===== config.mk =====
export PLATFORM = sky130hd
export DESIGN_NAME = reset_debug_pin_config
export DESIGN_NICKNAME = d
export VERILOG_FILES = /design/src/hw/pin_cfg_pkg.sv /design/src/hw/reset_debug_pin_config.sv
export SDC_FILE = /design/constraint.sdc
export NUM_CORES = 1
export LEC_CHECK = 0
export ABC_AREA = 1
export BUFFER_PORTS_ARGS = -buffer_cell sky130_fd_sc_hd__buf_2
export CORE_MARGIN = 2
export CORE_UTILIZATION = 51
export DETAILED_ROUTE_END_ITERATION = 10
export HOLD_SLACK_MARGIN = 0.02
export PLACE_DENSITY = 0.8
export SLEW_MARGIN = 15
export SYNTH_ARGS = -nofsm -noshare
export SYNTH_HDL_FRONTEND = slang
export SYNTH_SLANG_ARGS = --single-unit

===== constraint.sdc =====
create_clock -name CLOCK -period 1.8 [get_ports CLOCK]
set_input_delay 0.36 -clock CLOCK [delete_from_list [all_inputs] [get_ports CLOCK]]
set_output_delay 0.36 -clock CLOCK [all_outputs]
set_load 0.03 [all_outputs]

===== src/hw/pin_cfg_pkg.sv =====
// Constants, register map and carrier types of the reset and debug pin block
package pin_cfg_pkg;
    localparam int ADDR_W = 6;
    localparam logic [5:0] OFS_SYSOPT = 6'h00;
    localparam logic [5:0] OFS_DIR = 6'h04;
    localparam logic [5:0] OFS_OUT = 6'h08;
    localparam logic [5:0] OFS_PULL = 6'h0C;
    localparam logic [5:0] OFS_DRIVE = 6'h10;
    localparam logic [5:0] OFS_SLEW = 6'h14;
    localparam logic [5:0] OFS_DATA = 6'h18;
    localparam logic [5:0] OFS_PINCTL = 6'h1C;
    localparam logic [5:0] OFS_CLKCTL = 6'h20;
    localparam logic [5:0] OFS_BDCTX = 6'h24;
    // system_options_one fields
    localparam int B_RSTPIN = 0;
    localparam int B_RSTOUT = 1;
    localparam int B_DBGEN = 2;
    // Pin control fields
    localparam int B_PC4_DIR = 0;
    localparam int B_PC4_OUT = 1;
    localparam int B_PA5_PULL = 2;
    localparam int B_BK_DIR = 3;
    localparam int B_BK_OUT = 4;
    localparam int B_PA5_LVL = 8;
    localparam int B_BK_LVL = 9;
    localparam int B_MS_LOW = 10;
    localparam int B_BUSY = 11;
    // Clock control fields
    localparam int B_EXTCLK = 0;
    localparam int B_OSCSTOP = 1;
    // Debug serial bit timing, in debug clock cycles
    localparam int BIT_CYCLES = 16;
    localparam int LOW_ONE = 4;
    localparam int LOW_ZERO = 13;
    localparam int SPEEDUP = 1;
    localparam logic [31:0] RD_ZERO = 32'h0000_0000;
    typedef enum logic [3:0] {
        ST_IDLE = 4'b0001,
        ST_LOW = 4'b0010,
        ST_SPEED = 4'b0100,
        ST_REST = 4'b1000
    } bdc_st_e;
    // One two-way pin toward the pad
    typedef struct packed {
        logic o;
        logic oe;
        logic pull;
    } pad_s;
endpackage : pin_cfg_pkg


===== src/hw/reset_debug_pin_config.sv =====
// Reset, reset-out and debug pin function control with port pin defaults
//
// Contract
// Shared pin is input until reset-pin enabled
// Low external reset pin resets device
// Reset pin input only, pull-up automatic
// Reset-out enable selects output function until power-on
// Reset-out pin low during reset, else high
// Reset-out pin output only, independent enable
// Debug pin samples mode during power-on/forced reset
// Debug pin enable set by every reset
// Mode pin low at reset forces background mode
// Debug bit time is sixteen clock cycles
// Debug protocol drives brief high speed-up pulse
// Outputs pick drive and slew; inputs pull-up
// Port pins reset to inputs, no pull-up
// Port data read follows direction bit
// Internal clock selected after reset
// Oscillator may keep running in stop modes
// Reset pin enables cleared only by power-on
//
// Decided for this implementation: the register addresses and the Avalon-MM slave port.
`timescale 1ns/1ps
module reset_debug_pin_config
#(
    parameter int PORT_W = 8
) (
    input wire logic CLOCK,
    input wire logic RST_N,
    input wire logic POR_N,
    input wire logic FORCE_RST,
    input wire logic [pin_cfg_pkg::ADDR_W-1:0] ADDRESS,
    input wire logic READ,
    input wire logic WRITE,
    input wire logic [31:0] WRITEDATA,
    output logic [31:0] READDATA,
    output logic WAITREQUEST,
    input wire logic RSTPIN_I,
    output logic RSTPIN_PULL,
    output logic SYS_RST_REQ,
    input wire logic RSTOPIN_I,
    output pin_cfg_pkg::pad_s RESET_OUT_PIN_PAD,
    input wire logic BKGD_I,
    output pin_cfg_pkg::pad_s BKGD_PAD,
    output logic BACKGROUND_MODE,
    input wire logic [PORT_W-1:0] PORT_I,
    input wire logic [PORT_W-1:0] PERIPH_SEL,
    input wire logic [PORT_W-1:0] PERIPH_OE,
    input wire logic [PORT_W-1:0] PERIPH_O,
    output logic [PORT_W-1:0] PORT_O,
    output logic [PORT_W-1:0] PORT_OE,
    output logic [PORT_W-1:0] PORT_PULL,
    output logic [PORT_W-1:0] PORT_DRIVE,
    output logic [PORT_W-1:0] PORT_SLEW,
    output logic CLK_SEL_EXT,
    output logic OSC_STOP_RUN
);
    import pin_cfg_pkg::*;

    logic rst_pin_en_r;
    logic reset_out_pin_en_r;
    logic dbg_en_r;
    logic [PORT_W-1:0] dir_r, out_r, pull_r, drive_r, slew_r;
    logic [4:0] pinctl_r;
    logic [1:0] clkctl_r;
    logic ms_low_r;
    bdc_st_e bdc_st_r, bdc_st_nxt;
    logic [3:0] cnt_r;
    logic [3:0] low_len_r;
    logic bdc_busy;
    logic wr_en;
    logic [PORT_W-1:0] port_rd;
    logic [31:0] rd_nxt;

    ////////////////////////////////////////////////////////////////////////
    // Bus slave: one wait cycle, then the access completes
    assign wr_en = WRITE && !WAITREQUEST;
    always_ff @(posedge CLOCK) begin
        if (!RST_N) begin
            WAITREQUEST <= 1'b1;
        end else if ((READ || WRITE) && WAITREQUEST) begin
            WAITREQUEST <= 1'b0;
        end else begin
            WAITREQUEST <= 1'b1;
        end
    end

    // Data read follows direction, not the peripheral's enable
    assign port_rd = (dir_r & out_r) | (~dir_r & PORT_I);
    assign bdc_busy = (bdc_st_r != ST_IDLE);

    // Read mux; unmapped addresses read as zero
    always_comb begin
        rd_nxt = RD_ZERO;
        unique case (ADDRESS)
            OFS_SYSOPT: begin
                rd_nxt[B_RSTPIN] = rst_pin_en_r;
                rd_nxt[B_RSTOUT] = reset_out_pin_en_r;
                rd_nxt[B_DBGEN] = dbg_en_r;
            end
            OFS_DIR: rd_nxt[PORT_W-1:0] = dir_r;
            OFS_OUT: rd_nxt[PORT_W-1:0] = out_r;
            OFS_PULL: rd_nxt[PORT_W-1:0] = pull_r;
            OFS_DRIVE: rd_nxt[PORT_W-1:0] = drive_r;
            OFS_SLEW: rd_nxt[PORT_W-1:0] = slew_r;
            OFS_DATA: rd_nxt[PORT_W-1:0] = port_rd;
            OFS_PINCTL: begin
                rd_nxt[4:0] = pinctl_r;
                rd_nxt[B_PA5_LVL] = RSTPIN_I;
                rd_nxt[B_BK_LVL] = BKGD_I;
                rd_nxt[B_MS_LOW] = ms_low_r;
                rd_nxt[B_BUSY] = bdc_busy;
            end
            OFS_CLKCTL: rd_nxt[1:0] = clkctl_r;
            OFS_BDCTX: rd_nxt[0] = bdc_busy;
            default: rd_nxt = RD_ZERO;
        endcase
    end

    always_ff @(posedge CLOCK) begin
        if (!RST_N) begin
            READDATA <= RD_ZERO;
        end else if (READ && WAITREQUEST) begin
            READDATA <= rd_nxt;
        end
    end

    ////////////////////////////////////////////////////////////////////////
    // Set-only enables: any write of a one sets them; only power-on clears them
    always_ff @(posedge CLOCK) begin
        if (!POR_N) begin
            rst_pin_en_r <= 1'b0;
            reset_out_pin_en_r <= 1'b0;
        end else if (wr_en && ADDRESS == OFS_SYSOPT) begin
            rst_pin_en_r <= rst_pin_en_r | WRITEDATA[B_RSTPIN];
            reset_out_pin_en_r <= reset_out_pin_en_r | WRITEDATA[B_RSTOUT];
        end
    end

    // Debug pin enable comes back on with any reset
    always_ff @(posedge CLOCK) begin
        if (!RST_N) begin
            dbg_en_r <= 1'b1;
        end else if (wr_en && ADDRESS == OFS_SYSOPT) begin
            dbg_en_r <= WRITEDATA[B_DBGEN];
        end
    end

    // Port configuration: all inputs, no pull-up after reset
    always_ff @(posedge CLOCK) begin
        if (!RST_N) begin
            dir_r <= '0;
            out_r <= '0;
            pull_r <= '0;
            drive_r <= '0;
            slew_r <= '0;
        end else if (wr_en) begin
            if (ADDRESS == OFS_DIR) dir_r <= WRITEDATA[PORT_W-1:0];
            if (ADDRESS == OFS_OUT) out_r <= WRITEDATA[PORT_W-1:0];
            if (ADDRESS == OFS_PULL) pull_r <= WRITEDATA[PORT_W-1:0];
            if (ADDRESS == OFS_DRIVE) drive_r <= WRITEDATA[PORT_W-1:0];
            if (ADDRESS == OFS_SLEW) slew_r <= WRITEDATA[PORT_W-1:0];
        end
    end

    // Dedicated pin general-purpose controls and clock controls
    always_ff @(posedge CLOCK) begin
        if (!RST_N) begin
            pinctl_r <= '0;
            clkctl_r <= '0;
        end else if (wr_en) begin
            if (ADDRESS == OFS_PINCTL) pinctl_r <= WRITEDATA[4:0];
            if (ADDRESS == OFS_CLKCTL) clkctl_r <= WRITEDATA[1:0];
        end
    end

    ////////////////////////////////////////////////////////////////////////
    // Port pads: peripheral owns the buffer enable when selected
    always_ff @(posedge CLOCK) begin
        if (!RST_N) begin
            PORT_O <= '0;
            PORT_OE <= '0;
            PORT_PULL <= '0;
            PORT_DRIVE <= '0;
            PORT_SLEW <= '0;
        end else begin
            PORT_O <= (PERIPH_SEL & PERIPH_O) | (~PERIPH_SEL & out_r);
            PORT_OE <= (PERIPH_SEL & PERIPH_OE) | (~PERIPH_SEL & dir_r);
            PORT_PULL <= pull_r & ~((PERIPH_SEL & PERIPH_OE) | (~PERIPH_SEL & dir_r));
            PORT_DRIVE <= drive_r;
            PORT_SLEW <= slew_r;
        end
    end

    ////////////////////////////////////////////////////////////////////////
    // External reset pin: input only, pull-up forced on when enabled
    always_ff @(posedge CLOCK) begin
        if (!POR_N) begin
            RSTPIN_PULL <= 1'b0;
            SYS_RST_REQ <= 1'b0;
        end else begin
            RSTPIN_PULL <= rst_pin_en_r | pinctl_r[B_PA5_PULL];
            SYS_RST_REQ <= rst_pin_en_r && !RSTPIN_I;
        end
    end

    // Reset-out pad mirrors the internal reset; never an input then
    always_ff @(posedge CLOCK) begin
        if (!POR_N) begin
            RESET_OUT_PIN_PAD <= '0;
        end else if (reset_out_pin_en_r) begin
            RESET_OUT_PIN_PAD.o <= RST_N;
            RESET_OUT_PIN_PAD.oe <= 1'b1;
            RESET_OUT_PIN_PAD.pull <= 1'b0;
        end else begin
            RESET_OUT_PIN_PAD.o <= pinctl_r[B_PC4_OUT];
            RESET_OUT_PIN_PAD.oe <= pinctl_r[B_PC4_DIR];
            RESET_OUT_PIN_PAD.pull <= 1'b0;
        end
    end

    ////////////////////////////////////////////////////////////////////////
    // Mode sample: tracks the pin only through power-on or forced reset,
    // so the value at the reset release decides the operating mode
    always_ff @(posedge CLOCK) begin
        if (!RST_N && (!POR_N || FORCE_RST)) begin
            ms_low_r <= !BKGD_I;
        end
    end

    always_ff @(posedge CLOCK) begin
        if (!RST_N) begin
            BACKGROUND_MODE <= 1'b0;
        end else begin
            BACKGROUND_MODE <= ms_low_r;
        end
    end

    ////////////////////////////////////////////////////////////////////////
    // Debug bit engine: low phase, speed-up high, release, 16 cycles total
    always_comb begin
        bdc_st_nxt = bdc_st_r;
        unique case (bdc_st_r)
            ST_IDLE: begin
                if (wr_en && ADDRESS == OFS_BDCTX && dbg_en_r) begin
                    bdc_st_nxt = ST_LOW;
                end
            end
            ST_LOW: begin
                if (cnt_r == low_len_r - 4'(1)) bdc_st_nxt = ST_SPEED;
            end
            ST_SPEED: begin
                if (cnt_r == low_len_r + 4'(SPEEDUP - 1)) bdc_st_nxt = ST_REST;
            end
            ST_REST: begin
                if (cnt_r == 4'(BIT_CYCLES - 1)) bdc_st_nxt = ST_IDLE;
            end
            default: bdc_st_nxt = ST_IDLE;
        endcase
    end

    always_ff @(posedge CLOCK) begin
        if (!RST_N) begin
            bdc_st_r <= ST_IDLE;
            cnt_r <= '0;
            low_len_r <= 4'(LOW_ONE);
        end else begin
            bdc_st_r <= bdc_st_nxt;
            if (bdc_st_r == ST_IDLE) begin
                cnt_r <= '0;
                low_len_r <= WRITEDATA[0] ? 4'(LOW_ONE) : 4'(LOW_ZERO);
            end else begin
                cnt_r <= cnt_r + 4'(1);
            end
        end
    end

    // Debug pad: pseudo open drain with pull-up while enabled
    always_ff @(posedge CLOCK) begin
        if (!RST_N) begin
            BKGD_PAD <= '{o: 1'b0, oe: 1'b0, pull: 1'b1};
        end else if (dbg_en_r) begin
            BKGD_PAD.pull <= 1'b1;
            BKGD_PAD.o <= (bdc_st_nxt == ST_SPEED);
            BKGD_PAD.oe <= (bdc_st_nxt == ST_LOW) || (bdc_st_nxt == ST_SPEED);
        end else begin
            BKGD_PAD.pull <= 1'b0;
            BKGD_PAD.o <= pinctl_r[B_BK_OUT];
            BKGD_PAD.oe <= pinctl_r[B_BK_DIR];
        end
    end

    // Clock selection outputs
    always_ff @(posedge CLOCK) begin
        if (!RST_N) begin
            CLK_SEL_EXT <= 1'b0;
            OSC_STOP_RUN <= 1'b0;
        end else begin
            CLK_SEL_EXT <= clkctl_r[B_EXTCLK];
            OSC_STOP_RUN <= clkctl_r[B_OSCSTOP];
        end
    end
endmodule : reset_debug_pin_config


==> metrics.cfg <==
[status]
status=completed

[critical_path]
cpLargestDelayFamily=simple AND/OR/NAND/NOR gates
path_depth=6
critPathMaxStageDelay_ps=330
r2r_slack_ps=220
r2r_end=pull_r[2]
critPathKind=flip-flop to flip-flop
r2r-start=WAITREQUEST
critical_path.most_common_cell=inv_2
worstPathMaxFanout=14
crit_required_ps=2210
crit_chain=nor2_1 -> inv_2 -> nor2_2 -> inv_2 -> o21ai_0 -> a21oi_1
critPathSlowestCell=dfxtp_1
crit_path_start_kind=flip-flop
crit_arrival_ps=1980
crit_buf_inv=2
r2r_cells=6
crit_path_end_kind=flip-flop
crit_start=WAITREQUEST

[sta]
final-setup-viol-count=0
fin_skew_ps=7.09
rsz0062_at_grt=false
max_clock_freq_mhz=634
fin_tns_setup_ps=0
hold_violations=0
whs_ps=36.8
min_period_over_period_pct=87.6
period_needed_ps=1580
slew_violations=0

[global_route]
busiest_layer=met2
grt_usage_pct=24.6
use_met1_pct=30.3
antenna_found_initial=0
met2_usage_pct=40.5
grt_pass1_vias=4547
overflow=0
grt_pass1_wl_um=21200
grtUsageMet3_pct=7.30
grt_max_degree=83

[drt]
wl_per_cell_um=14.0
routed_wl_um=13200
post-route-drc-count=0
avgViaCountPerCell=5.15
drtIter0Drc=322
first_pass_iters=8
ant_nets=0
vias=4859

[synth]
synth_area_um2=5050
ys_top_cells_by_area=dfxtp_1 48%, nor2_1 7.6%, a21oi_1 7.5%, nand2_1 7.3%, inv_1 5.8%
postSynthCellCount=671
yosysSeqAreaShare_pct=48.9
synth_area_per_cell_um2=7.53
synth_top_area_share_pct=48.3
ys_warn_count=0
ys_types=36
ys_seq_elements=123
yosysTopAreaCell=dfxtp_1

[die]
pin_count=163
row_count=36
dieArea_um2=10700
die_x_um=104
fp.dieH_um=104
core-area_um2=9680
initial_utilization_pct=52.2

[min_path]
min_to=WAITREQUEST
hold_start=READ
holdPathStages=2
min_path_type=primary input to flip-flop

[layout]
multi_input_area_um2=2070
antenna_cells=0
fill_cells=821
seq_area_um2=2470
drive_gt1_share_pct=23.8
area_growth_pct=25.3
stdcell_count=943
nets=877

[place]
place_congestion=0.896
io_buffers=116
hpwl_um=9110
dp_cells=910

[power]
swShare_pct=24.0
combinationalPowerShare_pct=6.8
power_frac_seq_pct=41.3
p_int_mw=5.12
switchingPower_mw=1.62
pwr_density_cell_nw_per_um2=1060
leakagePower_nw=2.98
vdd_ir_drop_max_v=0.000588
p_clk_share_pct=51.9

[clocking]
cts_buffer_depth=2
cts_tree=built
cts_max_level=4
clk_latency_ps=530
cts.sinks=123
cts-root-buf=clkbuf_8
clk_pin_slew_ps=60
postCtsSetupBuffers=0
numCtsBuffers=17

[flow_run]
drv_cap=0

==> power groups by stage <==
stage	registers [mW]	logic (mW)	clock network, mW
floorplan	2.90	0.251	0
finish	2.78	0.458	3.50
global route	2.78	0.490	3.65
detailed placement	2.84	0.446	0
global placement	2.84	0.436	0
CTS	2.78	0.452	3.50
==> cells in the mapped netlist (all sizes together) <==
cell type    n
conb         1
edfxtp       1
nor3b        1
ha           1
nor2       119
buf         29
xor2         1
o21ai       75
clkbuf       9
o22ai        4
xnor2        1
o211ai       5
nor3         2
nand2      103
o31ai        1
dfxtp      122
clkinv       1
nand4        4
nand3       21
a21oi       78
a31oi        1
nand3b       1
inv         90
==> what timing repair did <==
action / in CTS / in global routing
gates resized for setup: 0 / 0
hold buffers: 1 / 0
hold endpoints to repair: 1 / 0
==> flip-flops by register name (all words and copies together), names as in the netlist, 8 cells and up <==
name and cells:
READDATA 12, PORT_O 8, PORT_PULL 8, PORT_SLEW 8, PORT_OE 8, out_r 8, drive_r 8, dir_r 8
PORT_DRIVE 8, slew_r 8, pull_r 8
==> worst max-delay path by stage <==
stage / endpoint / slack (ps)
after global placement: pull_r[2] / 120
after detailed placement: pull_r[1] / 70
after global routing: pull_r[2] / 130
after CTS: dir_r[7] / 280
after floorplan: dir_r[4] / 390
final: pull_r[2] / 220
==> metal layers <==
| layer | vias up | part of all wire (%) |
|---|---|---|
| li1 | 2358 | - |
| met1 | 2234 | 41 |
| met2 | 235 | 48 |
| met3 | 32 | 8.3 |
| met4 | 0 | 2.1 |
| met5 | - | 0 |
==> metrics by stage <==
stage	worst slack (ps)	total power, mW	instance area [um2]	util, %
floorplan	386	3.15	5130	-
global placement	117	3.27	5710	58.9
detailed placement	69.3	3.29	5710	58.9
CTS	279	6.74	6330	65.4
global route	129	6.93	6330	65.4
finish	224	6.74	6330	65.4
==> layout by cell type, fill, tap and decap left out, drive strengths merged, types with 20 or more instances in the layout <==
cell / count
buf: 124
dfxtp: 122
nor2: 119
nand2: 103
inv: 92
a21oi: 78
o21ai: 75
nand3: 21
conb: 21
clkbuf: 20
==> final cells by class <==
class                      count  area share, %
multi-input combinational    439           32.7
sequential                   123           39.0
clock inverter                12           2.55
clock buffer                  20           7.19
inverter                      91           5.43
timing repair buffer         125           10.5
tap                          133           2.63
==> kinds of logic (layout without fill, tap and decap cells) <==
group	after synthesis	count (layout)	share of synthesized area [%]
AO/OA/AOI/OAI	164	164	16.9
adder cells (fa/ha/maj)	1	1	0.248
AND/OR/NAND/NOR	251	251	21.9
buffers and inverters	129	248	11.6
flip-flops	123	123	48.9
XOR/XNOR	2	2	0.347
other	1	21	0.0742
Power figures use the tool's default switching activity.
